--- src/inc/oua_pkg.sv ---
// Purpose: Shared constants and state types of the octal serial ancillary block
// Assumes: Single 200 MHz clock, synchronous active-low reset
// Notes: Register map of the ancillary block and field positions
// ==========================================================================
// Package
package oua_pkg;
	localparam int NUM_CH = 8;
	localparam int QUEUE_DEPTH = 16;
	localparam int CLK_PERIOD_NS = 5;
	// Address decode
	localparam logic [7:0] GLOBAL_BIT = 8'h80;
	localparam logic [3:0] MCR_OFS = 4'h4;
	localparam logic [3:0] MSR_OFS = 4'h6;
	localparam logic [7:0] ISR0_ADR = 8'h80;
	localparam logic [7:0] ISR1_ADR = 8'h81;
	localparam logic [7:0] ISR2_ADR = 8'h82;
	localparam logic [7:0] ISR3_ADR = 8'h83;
	localparam logic [7:0] TMR_LO_ADR = 8'h84;
	localparam logic [7:0] TMR_HI_ADR = 8'h85;
	localparam logic [7:0] TMR_CTL_ADR = 8'h86;
	// Modem control field positions
	localparam int MCR_DTR_BIT = 0;
	localparam int MCR_RTS_BIT = 1;
	localparam int MCR_IR_BIT = 6;
	localparam int MCR_PRESC_BIT = 7;
	// Modem status field positions
	localparam int MSR_CTS_BIT = 4;
	localparam int MSR_DSR_BIT = 5;
	localparam int MSR_RI_BIT = 6;
	localparam int MSR_CD_BIT = 7;
	// Interrupt source 1 field positions
	localparam int ISR1_TMR_BIT = 0;
	localparam int ISR1_WAKE_BIT = 1;
	// Reset values and limits
	localparam logic [7:0] MCR_RST = 8'h00;
	localparam logic [15:0] TMR_RST = 16'h0000;
	localparam logic [15:0] TMR_MAX = 16'hFFFF;
	localparam logic [1:0] PRESC_LAST = 2'h3;
	localparam logic [1:0] PRESC_RST = 2'h0;

	typedef struct packed {
		logic [NUM_CH-1:0][7:0] modem_control_reg;
		logic strap_pend;
		logic rd_lvl;
		logic wr_lvl;
		logic [7:0] rd_data;
		logic tmr_clk;
		logic tmr_en;
		logic [15:0] tmr_cnt;
		logic tmr_int;
	} oua_state_t;

	typedef struct packed {
		logic [NUM_CH-1:0][1:0] cnt;
	} oua_presc_state_t;
endpackage : oua_pkg

--- src/inc/oua_presc_if.sv ---
// Purpose: Carrier between control logic and the per-channel prescaler
// Assumes: Both ends on sys_clk_i
// Notes: One select bit and one tick per channel
`timescale 1ns/1ps
// ==========================================================================
// Interface
interface oua_presc_if;
	logic [7:0] div4_sel;
	logic [7:0] tick;
	modport ctl (output div4_sel, input tick);
	modport gen (input div4_sel, output tick);
endinterface : oua_presc_if

--- src/rtl/oua_prescale.sv ---
// Purpose: Per-channel prescaler feeding each baud rate generator
// Assumes: Select bit may change at any time; counter restarts cleanly
// Notes: Tick is a one-cycle enable, every cycle or every fourth
`timescale 1ns/1ps
module oua_prescale import oua_pkg::*; (
	// Clock and reset
	input wire logic sys_clk_i,
	input wire logic rst_n_i,
	// Control side
	oua_presc_if.gen presc
);
	oua_presc_state_t st_q;
	oua_presc_state_t st_d;

	// ==================================================================
	// Divider
	always_comb begin
		st_d = st_q;
		for (int c = 0; c < NUM_CH; c++) begin
			if (!presc.div4_sel[c] || st_q.cnt[c] == PRESC_LAST) begin
				st_d.cnt[c] = PRESC_RST;
			end else begin
				st_d.cnt[c] = st_q.cnt[c] + 2'h1;
			end
		end
	end

	always_ff @(posedge sys_clk_i) begin
		if (!rst_n_i) begin
			st_q <= '0;
		end else begin
			st_q <= st_d;
		end
	end

	// Divide by one passes every clock; divide by four every fourth
	always_comb begin
		for (int c = 0; c < NUM_CH; c++) begin
			presc.tick[c] = !presc.div4_sel[c] || (st_q.cnt[c] == PRESC_LAST);
		end
	end

	// ==================================================================
	// Checks
	property p_div4_gap;
		@(posedge sys_clk_i) disable iff (!rst_n_i)
		(presc.div4_sel[0] && presc.tick[0]) ##1 presc.div4_sel[0][*3]
			|-> !presc.tick[0] && !$past(presc.tick[0]) && !$past(presc.tick[0], 2)
			##1 presc.tick[0];
	endproperty
	a_div4_gap: assert property (p_div4_gap) else $error("Prescale by four gap wrong");
endmodule : oua_prescale

--- src/rtl/oua_ancillary.sv ---
// Purpose: Ancillary control of an eight-channel serial device
// Assumes: All pins synchronous to sys_clk_i; queues and line logic live elsewhere
// Notes: Host access taken on the leading edge of the decoded strobe
// ==========================================================================
// Summary of operation
// - Eight serial channels, one general timer/counter, sys_clk_i clocks the logic.
// - Each channel has its own 16-byte transmit and receive queues.
// - Each channel prescaler divides the input clock by one or four.
// - Four consecutive interrupt source registers cover channels, timer and wake-up.
// - Channel 7 request-to-send output active low, or general output.
// - Channel 7 terminal-ready output active low, or general output.
// - Channel 7 clear-to-send input active low, or general input.
// - Channel 7 set-ready, carrier and ring inputs active low, or general inputs.
// - The 16-bit timer counts rising edges of the external timer clock pin.
// - Infrared strap sampled after hardware reset and after software reset.
// - Sampled strap level lands in bit 6 of every modem control register.
// - Hardware reset returns configuration and channel registers to defaults.
// - Bus select high picks separate strobes; low picks the alternative style.
// - Bus select changes meaning of read strobe, write strobe and chip select.
// - Oscillator input takes crystal or clock; output gives buffered clock. Here a plain buffer, so a clock only.
// - Chip select low, address bit 7 zero: bits 6 to 4 pick channel.
`timescale 1ns/1ps
module oua_ancillary import oua_pkg::*; (
	// Clock and reset
	input wire logic sys_clk_i,
	input wire logic rst_n_i,
	input wire logic sw_reset_i,
	// Host bus
	input wire logic bus_sel_i,
	input wire logic chip_sel_n_i,
	input wire logic read_strobe_n_i,
	input wire logic write_strobe_n_i,
	input wire logic [7:0] addr_i,
	input wire logic [7:0] wr_data_i,
	output logic [7:0] rd_data_o,
	// Event sources
	input wire logic [7:0] chan_int_i,
	input wire logic wake_i,
	// Channel 7 modem pins
	output logic ch7_request_to_send_n_o,
	output logic ch7_terminal_ready_n_o,
	input wire logic ch7_clear_to_send_n_i,
	input wire logic ch7_set_ready_n_i,
	input wire logic ch7_carrier_detect_n_i,
	input wire logic ch7_ring_indicator_n_i,
	// Clocks and strap
	input wire logic osc_input_i,
	output logic osc_output_o,
	input wire logic timer_ext_clock_i,
	input wire logic infrared_startup_strap_i,
	// Status
	output logic [7:0] ir_mode_o,
	output logic [7:0] baud_tick_o,
	output logic [15:0] timer_count_o,
	output logic timer_int_o
);
	oua_state_t st_q;
	oua_state_t st_d;
	logic rd_lvl;
	logic wr_lvl;
	logic rd_pulse;
	logic wr_pulse;
	logic tmr_rise;

	oua_presc_if presc ();

	// ==================================================================
	// Helpers
	function automatic logic is_chan_reg(input logic [7:0] adr, input logic [3:0] ofs);
		is_chan_reg = ((adr & GLOBAL_BIT) == 8'h00) && (adr[3:0] == ofs);
	endfunction : is_chan_reg

	// ==================================================================
	// Bus style decode
	always_comb begin
		if (bus_sel_i) begin
			rd_lvl = !chip_sel_n_i && !read_strobe_n_i;
			wr_lvl = !chip_sel_n_i && !write_strobe_n_i;
		end else begin
			// Chip select is the strobe, write strobe pin is the direction
			rd_lvl = !chip_sel_n_i && write_strobe_n_i;
			wr_lvl = !chip_sel_n_i && !write_strobe_n_i;
		end
	end

	// Leading edge only, so a long strobe is one access
	assign rd_pulse = rd_lvl && !st_q.rd_lvl;
	assign wr_pulse = wr_lvl && !st_q.wr_lvl;
	// Pin is taken as synchronous; one stage gives the previous level
	assign tmr_rise = timer_ext_clock_i && !st_q.tmr_clk;

	// ==================================================================
	// Next state
	always_comb begin
		st_d = st_q;
		st_d.rd_lvl = rd_lvl;
		st_d.wr_lvl = wr_lvl;
		st_d.tmr_clk = timer_ext_clock_i;
		st_d.strap_pend = 1'b0;
		if (st_q.strap_pend) begin
			for (int c = 0; c < NUM_CH; c++) begin
				st_d.modem_control_reg[c][MCR_IR_BIT] = infrared_startup_strap_i;
			end
		end
		if (wr_pulse) begin
			if (is_chan_reg(addr_i, MCR_OFS)) begin
				st_d.modem_control_reg[addr_i[6:4]] = wr_data_i;
			end else if (addr_i == TMR_CTL_ADR) begin
				st_d.tmr_en = wr_data_i[0];
			end
		end
		if (st_q.tmr_en && tmr_rise) begin
			st_d.tmr_cnt = st_q.tmr_cnt + 16'h0001;
		end
		if (rd_pulse) begin
			st_d.rd_data = 8'h00;
			if (is_chan_reg(addr_i, MCR_OFS)) begin
				st_d.rd_data = st_q.modem_control_reg[addr_i[6:4]];
			end else if (is_chan_reg(addr_i, MSR_OFS) && addr_i[6:4] == 3'h7) begin
				st_d.rd_data[MSR_CTS_BIT] = !ch7_clear_to_send_n_i;
				st_d.rd_data[MSR_DSR_BIT] = !ch7_set_ready_n_i;
				st_d.rd_data[MSR_RI_BIT] = !ch7_ring_indicator_n_i;
				st_d.rd_data[MSR_CD_BIT] = !ch7_carrier_detect_n_i;
			end else begin
				unique case (addr_i)
					ISR0_ADR: st_d.rd_data = chan_int_i;
					ISR1_ADR: begin
						st_d.rd_data[ISR1_TMR_BIT] = st_q.tmr_int;
						st_d.rd_data[ISR1_WAKE_BIT] = wake_i;
						st_d.tmr_int = 1'b0;
					end
					ISR2_ADR: st_d.rd_data = 8'h00;
					ISR3_ADR: st_d.rd_data = 8'h00;
					TMR_LO_ADR: st_d.rd_data = st_q.tmr_cnt[7:0];
					TMR_HI_ADR: st_d.rd_data = st_q.tmr_cnt[15:8];
					TMR_CTL_ADR: st_d.rd_data = {7'h00, st_q.tmr_en};
					default: st_d.rd_data = 8'h00;
				endcase
			end
		end
		// Set wins over the clear by read
		if (st_q.tmr_en && tmr_rise && st_q.tmr_cnt == TMR_MAX) begin
			st_d.tmr_int = 1'b1;
		end
		// Soft reset clears channel registers and resamples the strap
		if (sw_reset_i) begin
			for (int c = 0; c < NUM_CH; c++) begin
				st_d.modem_control_reg[c] = MCR_RST;
			end
			st_d.strap_pend = 1'b1;
		end
	end

	// ==================================================================
	// State register
	always_ff @(posedge sys_clk_i) begin
		if (!rst_n_i) begin
			st_q <= '0;
			st_q.tmr_cnt <= TMR_RST;
			st_q.strap_pend <= 1'b1;
		end else begin
			st_q <= st_d;
		end
	end

	// ==================================================================
	// Prescalers
	always_comb begin
		for (int c = 0; c < NUM_CH; c++) begin
			presc.div4_sel[c] = st_q.modem_control_reg[c][MCR_PRESC_BIT];
		end
	end

	// Queues of QUEUE_DEPTH bytes per channel sit past the tick, outside this logic
	oua_prescale u_presc (
		.sys_clk_i(sys_clk_i),
		.rst_n_i(rst_n_i),
		.presc(presc.gen)
	);

	// ==================================================================
	// Outputs
	assign ch7_request_to_send_n_o = !st_q.modem_control_reg[7][MCR_RTS_BIT];
	assign ch7_terminal_ready_n_o = !st_q.modem_control_reg[7][MCR_DTR_BIT];
	// Plain buffer; no crystal amplifier in this logic
	assign osc_output_o = osc_input_i;
	assign rd_data_o = st_q.rd_data;
	assign baud_tick_o = presc.tick;
	assign timer_count_o = st_q.tmr_cnt;
	assign timer_int_o = st_q.tmr_int;
	always_comb begin
		for (int c = 0; c < NUM_CH; c++) begin
			ir_mode_o[c] = st_q.modem_control_reg[c][MCR_IR_BIT];
		end
	end

	// ==================================================================
	// Checks
	property p_rts_write;
		@(posedge sys_clk_i) disable iff (!rst_n_i)
		(wr_pulse && is_chan_reg(addr_i, MCR_OFS) && addr_i[6:4] == 3'h7 && !sw_reset_i)
			|=> ch7_request_to_send_n_o == !$past(wr_data_i[1]);
	endproperty
	a_rts_write: assert property (p_rts_write) else $error("RTS pin not inverse of bit");

	property p_dtr_write;
		@(posedge sys_clk_i) disable iff (!rst_n_i)
		(wr_pulse && is_chan_reg(addr_i, MCR_OFS) && addr_i[6:4] == 3'h7 && !sw_reset_i)
			|=> ch7_terminal_ready_n_o == !$past(wr_data_i[0]);
	endproperty
	a_dtr_write: assert property (p_dtr_write) else $error("DTR pin not inverse of bit");

	property p_cts_read;
		@(posedge sys_clk_i) disable iff (!rst_n_i)
		(rd_pulse && addr_i == 8'h76) |=> rd_data_o[4] == !$past(ch7_clear_to_send_n_i);
	endproperty
	a_cts_read: assert property (p_cts_read) else $error("CTS status wrong");

	property p_msr_read;
		@(posedge sys_clk_i) disable iff (!rst_n_i)
		(rd_pulse && addr_i == 8'h76) |=> rd_data_o[7:5] == ~$past({ch7_carrier_detect_n_i,
			ch7_ring_indicator_n_i, ch7_set_ready_n_i});
	endproperty
	a_msr_read: assert property (p_msr_read) else $error("Modem status wrong");

	property p_strap;
		@(posedge sys_clk_i) disable iff (!rst_n_i)
		(st_q.strap_pend && !sw_reset_i) |=> ir_mode_o == {8{$past(infrared_startup_strap_i)}};
	endproperty
	a_strap: assert property (p_strap) else $error("Strap not copied to all channels");

	property p_soft_reset;
		@(posedge sys_clk_i) disable iff (!rst_n_i)
		sw_reset_i |=> ch7_request_to_send_n_o && ch7_terminal_ready_n_o && st_q.strap_pend;
	endproperty
	a_soft_reset: assert property (p_soft_reset) else $error("Soft reset incomplete");

	property p_timer_step;
		@(posedge sys_clk_i) disable iff (!rst_n_i)
		(st_q.tmr_en && tmr_rise) |=> timer_count_o == $past(timer_count_o) + 16'h0001;
	endproperty
	a_timer_step: assert property (p_timer_step) else $error("Timer did not step");

	property p_timer_wrap;
		@(posedge sys_clk_i) disable iff (!rst_n_i)
		(st_q.tmr_en && tmr_rise && timer_count_o == TMR_MAX) |=> timer_int_o ##0
			timer_count_o == TMR_RST;
	endproperty
	a_timer_wrap: assert property (p_timer_wrap) else $error("Timer wrap not flagged");

	property p_cs_gate;
		@(posedge sys_clk_i) disable iff (!rst_n_i)
		(chip_sel_n_i && !sw_reset_i && !st_q.strap_pend) |=> $stable(st_q.modem_control_reg);
	endproperty
	a_cs_gate: assert property (p_cs_gate) else $error("Write without chip select");
endmodule : oua_ancillary

--- config.mk ---
export PLATFORM = sky130hd
export DESIGN_NAME = oua_ancillary
export DESIGN_NICKNAME = d
export VERILOG_FILES = /design/src/inc/oua_pkg.sv /design/src/inc/oua_presc_if.sv /design/src/rtl/oua_prescale.sv /design/src/rtl/oua_ancillary.sv
export SDC_FILE = /design/constraint.sdc
export NUM_CORES = 1
export LEC_CHECK = 0
export BUFFER_PORTS_ARGS = -buffer_cell sky130_fd_sc_hd__buf_4
export CAP_MARGIN = 10
export CORE_MARGIN = 5
export CORE_UTILIZATION = 53
export CTS_BUF_LIST = sky130_fd_sc_hd__clkbuf_4
export CTS_CLUSTER_SIZE = 40
export DETAILED_ROUTE_END_ITERATION = 8
export GPL_TIMING_DRIVEN = 0
export PLACE_DENSITY = 0.85
export SLEW_MARGIN = 20
export SYNTH_ARGS = -nofsm -noshare
export SYNTH_HDL_FRONTEND = slang
export SYNTH_SLANG_ARGS = --single-unit
--- constraint.sdc ---
create_clock -name sys_clk_i -period 2 [get_ports sys_clk_i]
set_clock_uncertainty 0.2 [all_clocks]
set_input_delay 0.4 -clock sys_clk_i [delete_from_list [all_inputs] [get_ports sys_clk_i]]
set_output_delay 0.4 -clock sys_clk_i [all_outputs]
set_load 0.01 [all_outputs]
==> results.yml <==
synthesis:
  yosys.area.top_type: "dfxtp_1"
  async_reset_ff_share_pct: 0
  netlist_instances: 584
  synth_edf_count: 0
  synth_top_area_share_pct: 40.5
  syn_area_per_cell_um2: 9.32
  synth_warnings: 0
  synthTopCellsByArea: "dfxtp_1, mux2i_1, nand2_1, buf_4, mux4_2"
  synth_nets: 632
  synth_seq_cells: 110
  synth.cell_area_mm2: 0.00544
  ys_seq_area_share_pct: 40.5
  synth_cell_types: 57
  synthFlopType: "dfxtp_1"
placed_design:
  pre_cts_slack_ps: -455
  dp_hpwl_um: 11000
  portBuffers: 77
  gp_congestion: 0.912
  dp_cells: 797
timing:
  period_share_pct: 99.4
  setup_viol: 0
  fin_ws_ps: 11.3
  slew_viol_final: 0
  tns_ps: 0
  fmax_ghz: 0.503
  fin_crit_ps: 1990
  whs_ps: 49.0
  relSlewSlack_pct: 54.5
  grt_setup_unrepaired: "yes"
  worst_slew_pin_slew_ps: 680
  final-hold-violation-count: 0
detailed_routing:
  ant_nets: 0
  firstDrtPassIters: 5
  vias_per_cell: 5.76
  wire_per_inst_um: 17.8
  num_vias: 4741
  first_iter_violations: 408
  drt_wl_total_um: 14600
  route.detailed.drc: 0
setup_path:
  critical_path_peak_fanout: 8
  worstSetupStartpoint: "st_q[27]$_SDFF_PN0_"
  end_kind: "flip-flop"
  worstPathArrival_ps: 2140
  cp-start-kind: "flip-flop"
  cp.required_ps: 2150
  r2r_start: "st_q[27]$_SDFF_PN0_"
  path_class: "flip-flop to flip-flop"
floorplan:
  die_w_um: 111
  dieArea_mm2: 0.0124
  ios: 83
  rows: 37
  core_mm2: 0.0102
  dieHeight_um: 111
  initial_utilization_pct: 53.4
clock_network:
  cts_made_buffers: 9
  htreeDepth: 3
  cts_buffer_depth: 2
  clock-sinks: 110
  cts.clk_slew.worst_paths_ps: 200
  clock_latency_ps: 470
  cts_tree: "built"
  ctsRootBufferMaster: "clkbuf_4"
final_layout:
  fin_cells: 823
  layout_common_cells: "buf_4, dfxtp_1, nand2_1"
  nNetsFinal: 730
  drive_gt1_share_pct: 28.1
  multi_input_area_mm2: 0.00284
  areaGrowthSynthToFinish_pct: 19.8
  n_antenna_cell: 0
  nFillCells: 862
  layout_commonest_cell: "buf_4"
  ff_latch_area_mm2: 0.00222
run:
  maxCapViolations: 0
worst_hold_path:
  hold_path_class: "primary input to flip-flop"
  worstHoldStart: "ch7_carrier_detect_n_i"
global_route:
  grt_pass1_wl_um: 23700
  grt_pass1_vias: 4819
  antenna_found_initial: 0
  grt_max_degree: 21
  track_usage_pct: 23.2
  overflow: 0
power:
  p_per_area_mw_per_mm2: 569
  ir_drop_mv: 0.384
  p_leak_nw: 2.95
outcome:
  status: "completed"
-- worst max-delay path: stages (launching register included) --
cell	delay [ps]
dfxtp_1	380
nor3_4	280
and4b_1	250
clkbuf_1	260
nand2_2	300
mux2i_1	200
-- sequential cells by signal, indices dropped and copies added (netlist names) --
| register | flops |
|---|---|
| st_q | 53 |
| timer_count_o | 16 |
| u_presc.st_q | 16 |
| ir_mode_o | 8 |
| presc.div4_sel | 8 |
| rd_data_o | 8 |
| timer_int_o | 1 |
-- Yosys cell counts, drive strengths merged (6+ instances only) --
library cell and n:
ha 9, o21ai 17, a21oi 7, mux2i 83, nand4 10, nand2b 11
nand3 10, o22ai 6, dfxtp 110, buf 47, nor3 21, clkbuf 15
a31oi 8, inv 25, mux4 7, nand2 93, nor2b 6, xnor2 8
nor2 23
-- timing repair --
item | in CTS | in global routing
hold buffers | 8 | 0
gates resized for setup | 7 | 22
setup buffers | 0 | 3
hold endpoints to repair | 4 | 0
pin swaps | 0 | 1
endpoints found under the setup margin | 34 | 50
-- metrics by stage --
stage	power (mW)	area, um^2	utilization (%)
after CTS	3.72	6430	63.1
after global placement	2.61	6190	60.8
after floorplan	2.47	5440	-
after global routing	3.84	6520	64.0
after detailed placement	2.61	6190	60.8
final	3.71	6520	64.0
-- metal layers --
metal | vias to the layer above | wire length (um) | GRT usage, %
met1 | 2279 | 5870 | 27.7
met3 | 27 | 1040 | 4.59
met5 | - | 0 | 0
met4 | 0 | 337 | 8.92
li1 | 2225 | - | -
met2 | 210 | 7370 | 41.1
-- layout make-up --
type / instances / share of cell area, %
tap: 136 / 2.61
clock inverter: 6 / 0.960
inverter: 25 / 1.44
sequential: 110 / 34.1
clock buffer: 10 / 1.15
buffer: 61 / 5.72
timing repair buffer: 88 / 10.4
multi-input combinational: 387 / 43.6
-- path summary, 6_finish.rpt --
kind,cells after the start,slack [ps],to
setup reg to reg,5,10,presc.div4_sel[1]$_SDFFE_PP0P_
setup / recovery,5,10,presc.div4_sel[1]$_SDFFE_PP0P_
hold / removal,3,50,rd_data_o[7]$_SDFFE_PN0P_
hold reg to reg,1,220,u_presc.st_q[8]$_SDFF_PP0_
-- logic make-up after synthesis --
kind of cell    after synthesis  share of synthesized area (%)
xor+xnor                     10                           1.61
fa+ha+maj                     9                           2.07
flops                       110                           40.5
compound gates               65                           8.16
buf+inv                      87                           8.65
simple gates                209                           20.0
mux                          94                           19.0
-- report_power, final --
| group | switching [mW] | total [mW] | internal, mW |
|---|---|---|---|
| clock | 0.812 | 1.12 | 0.306 |
| sequential | 0.0131 | 2.22 | 2.21 |
| combinational | 0.203 | 0.364 | 0.161 |
(Power assumes the default switching activity.)
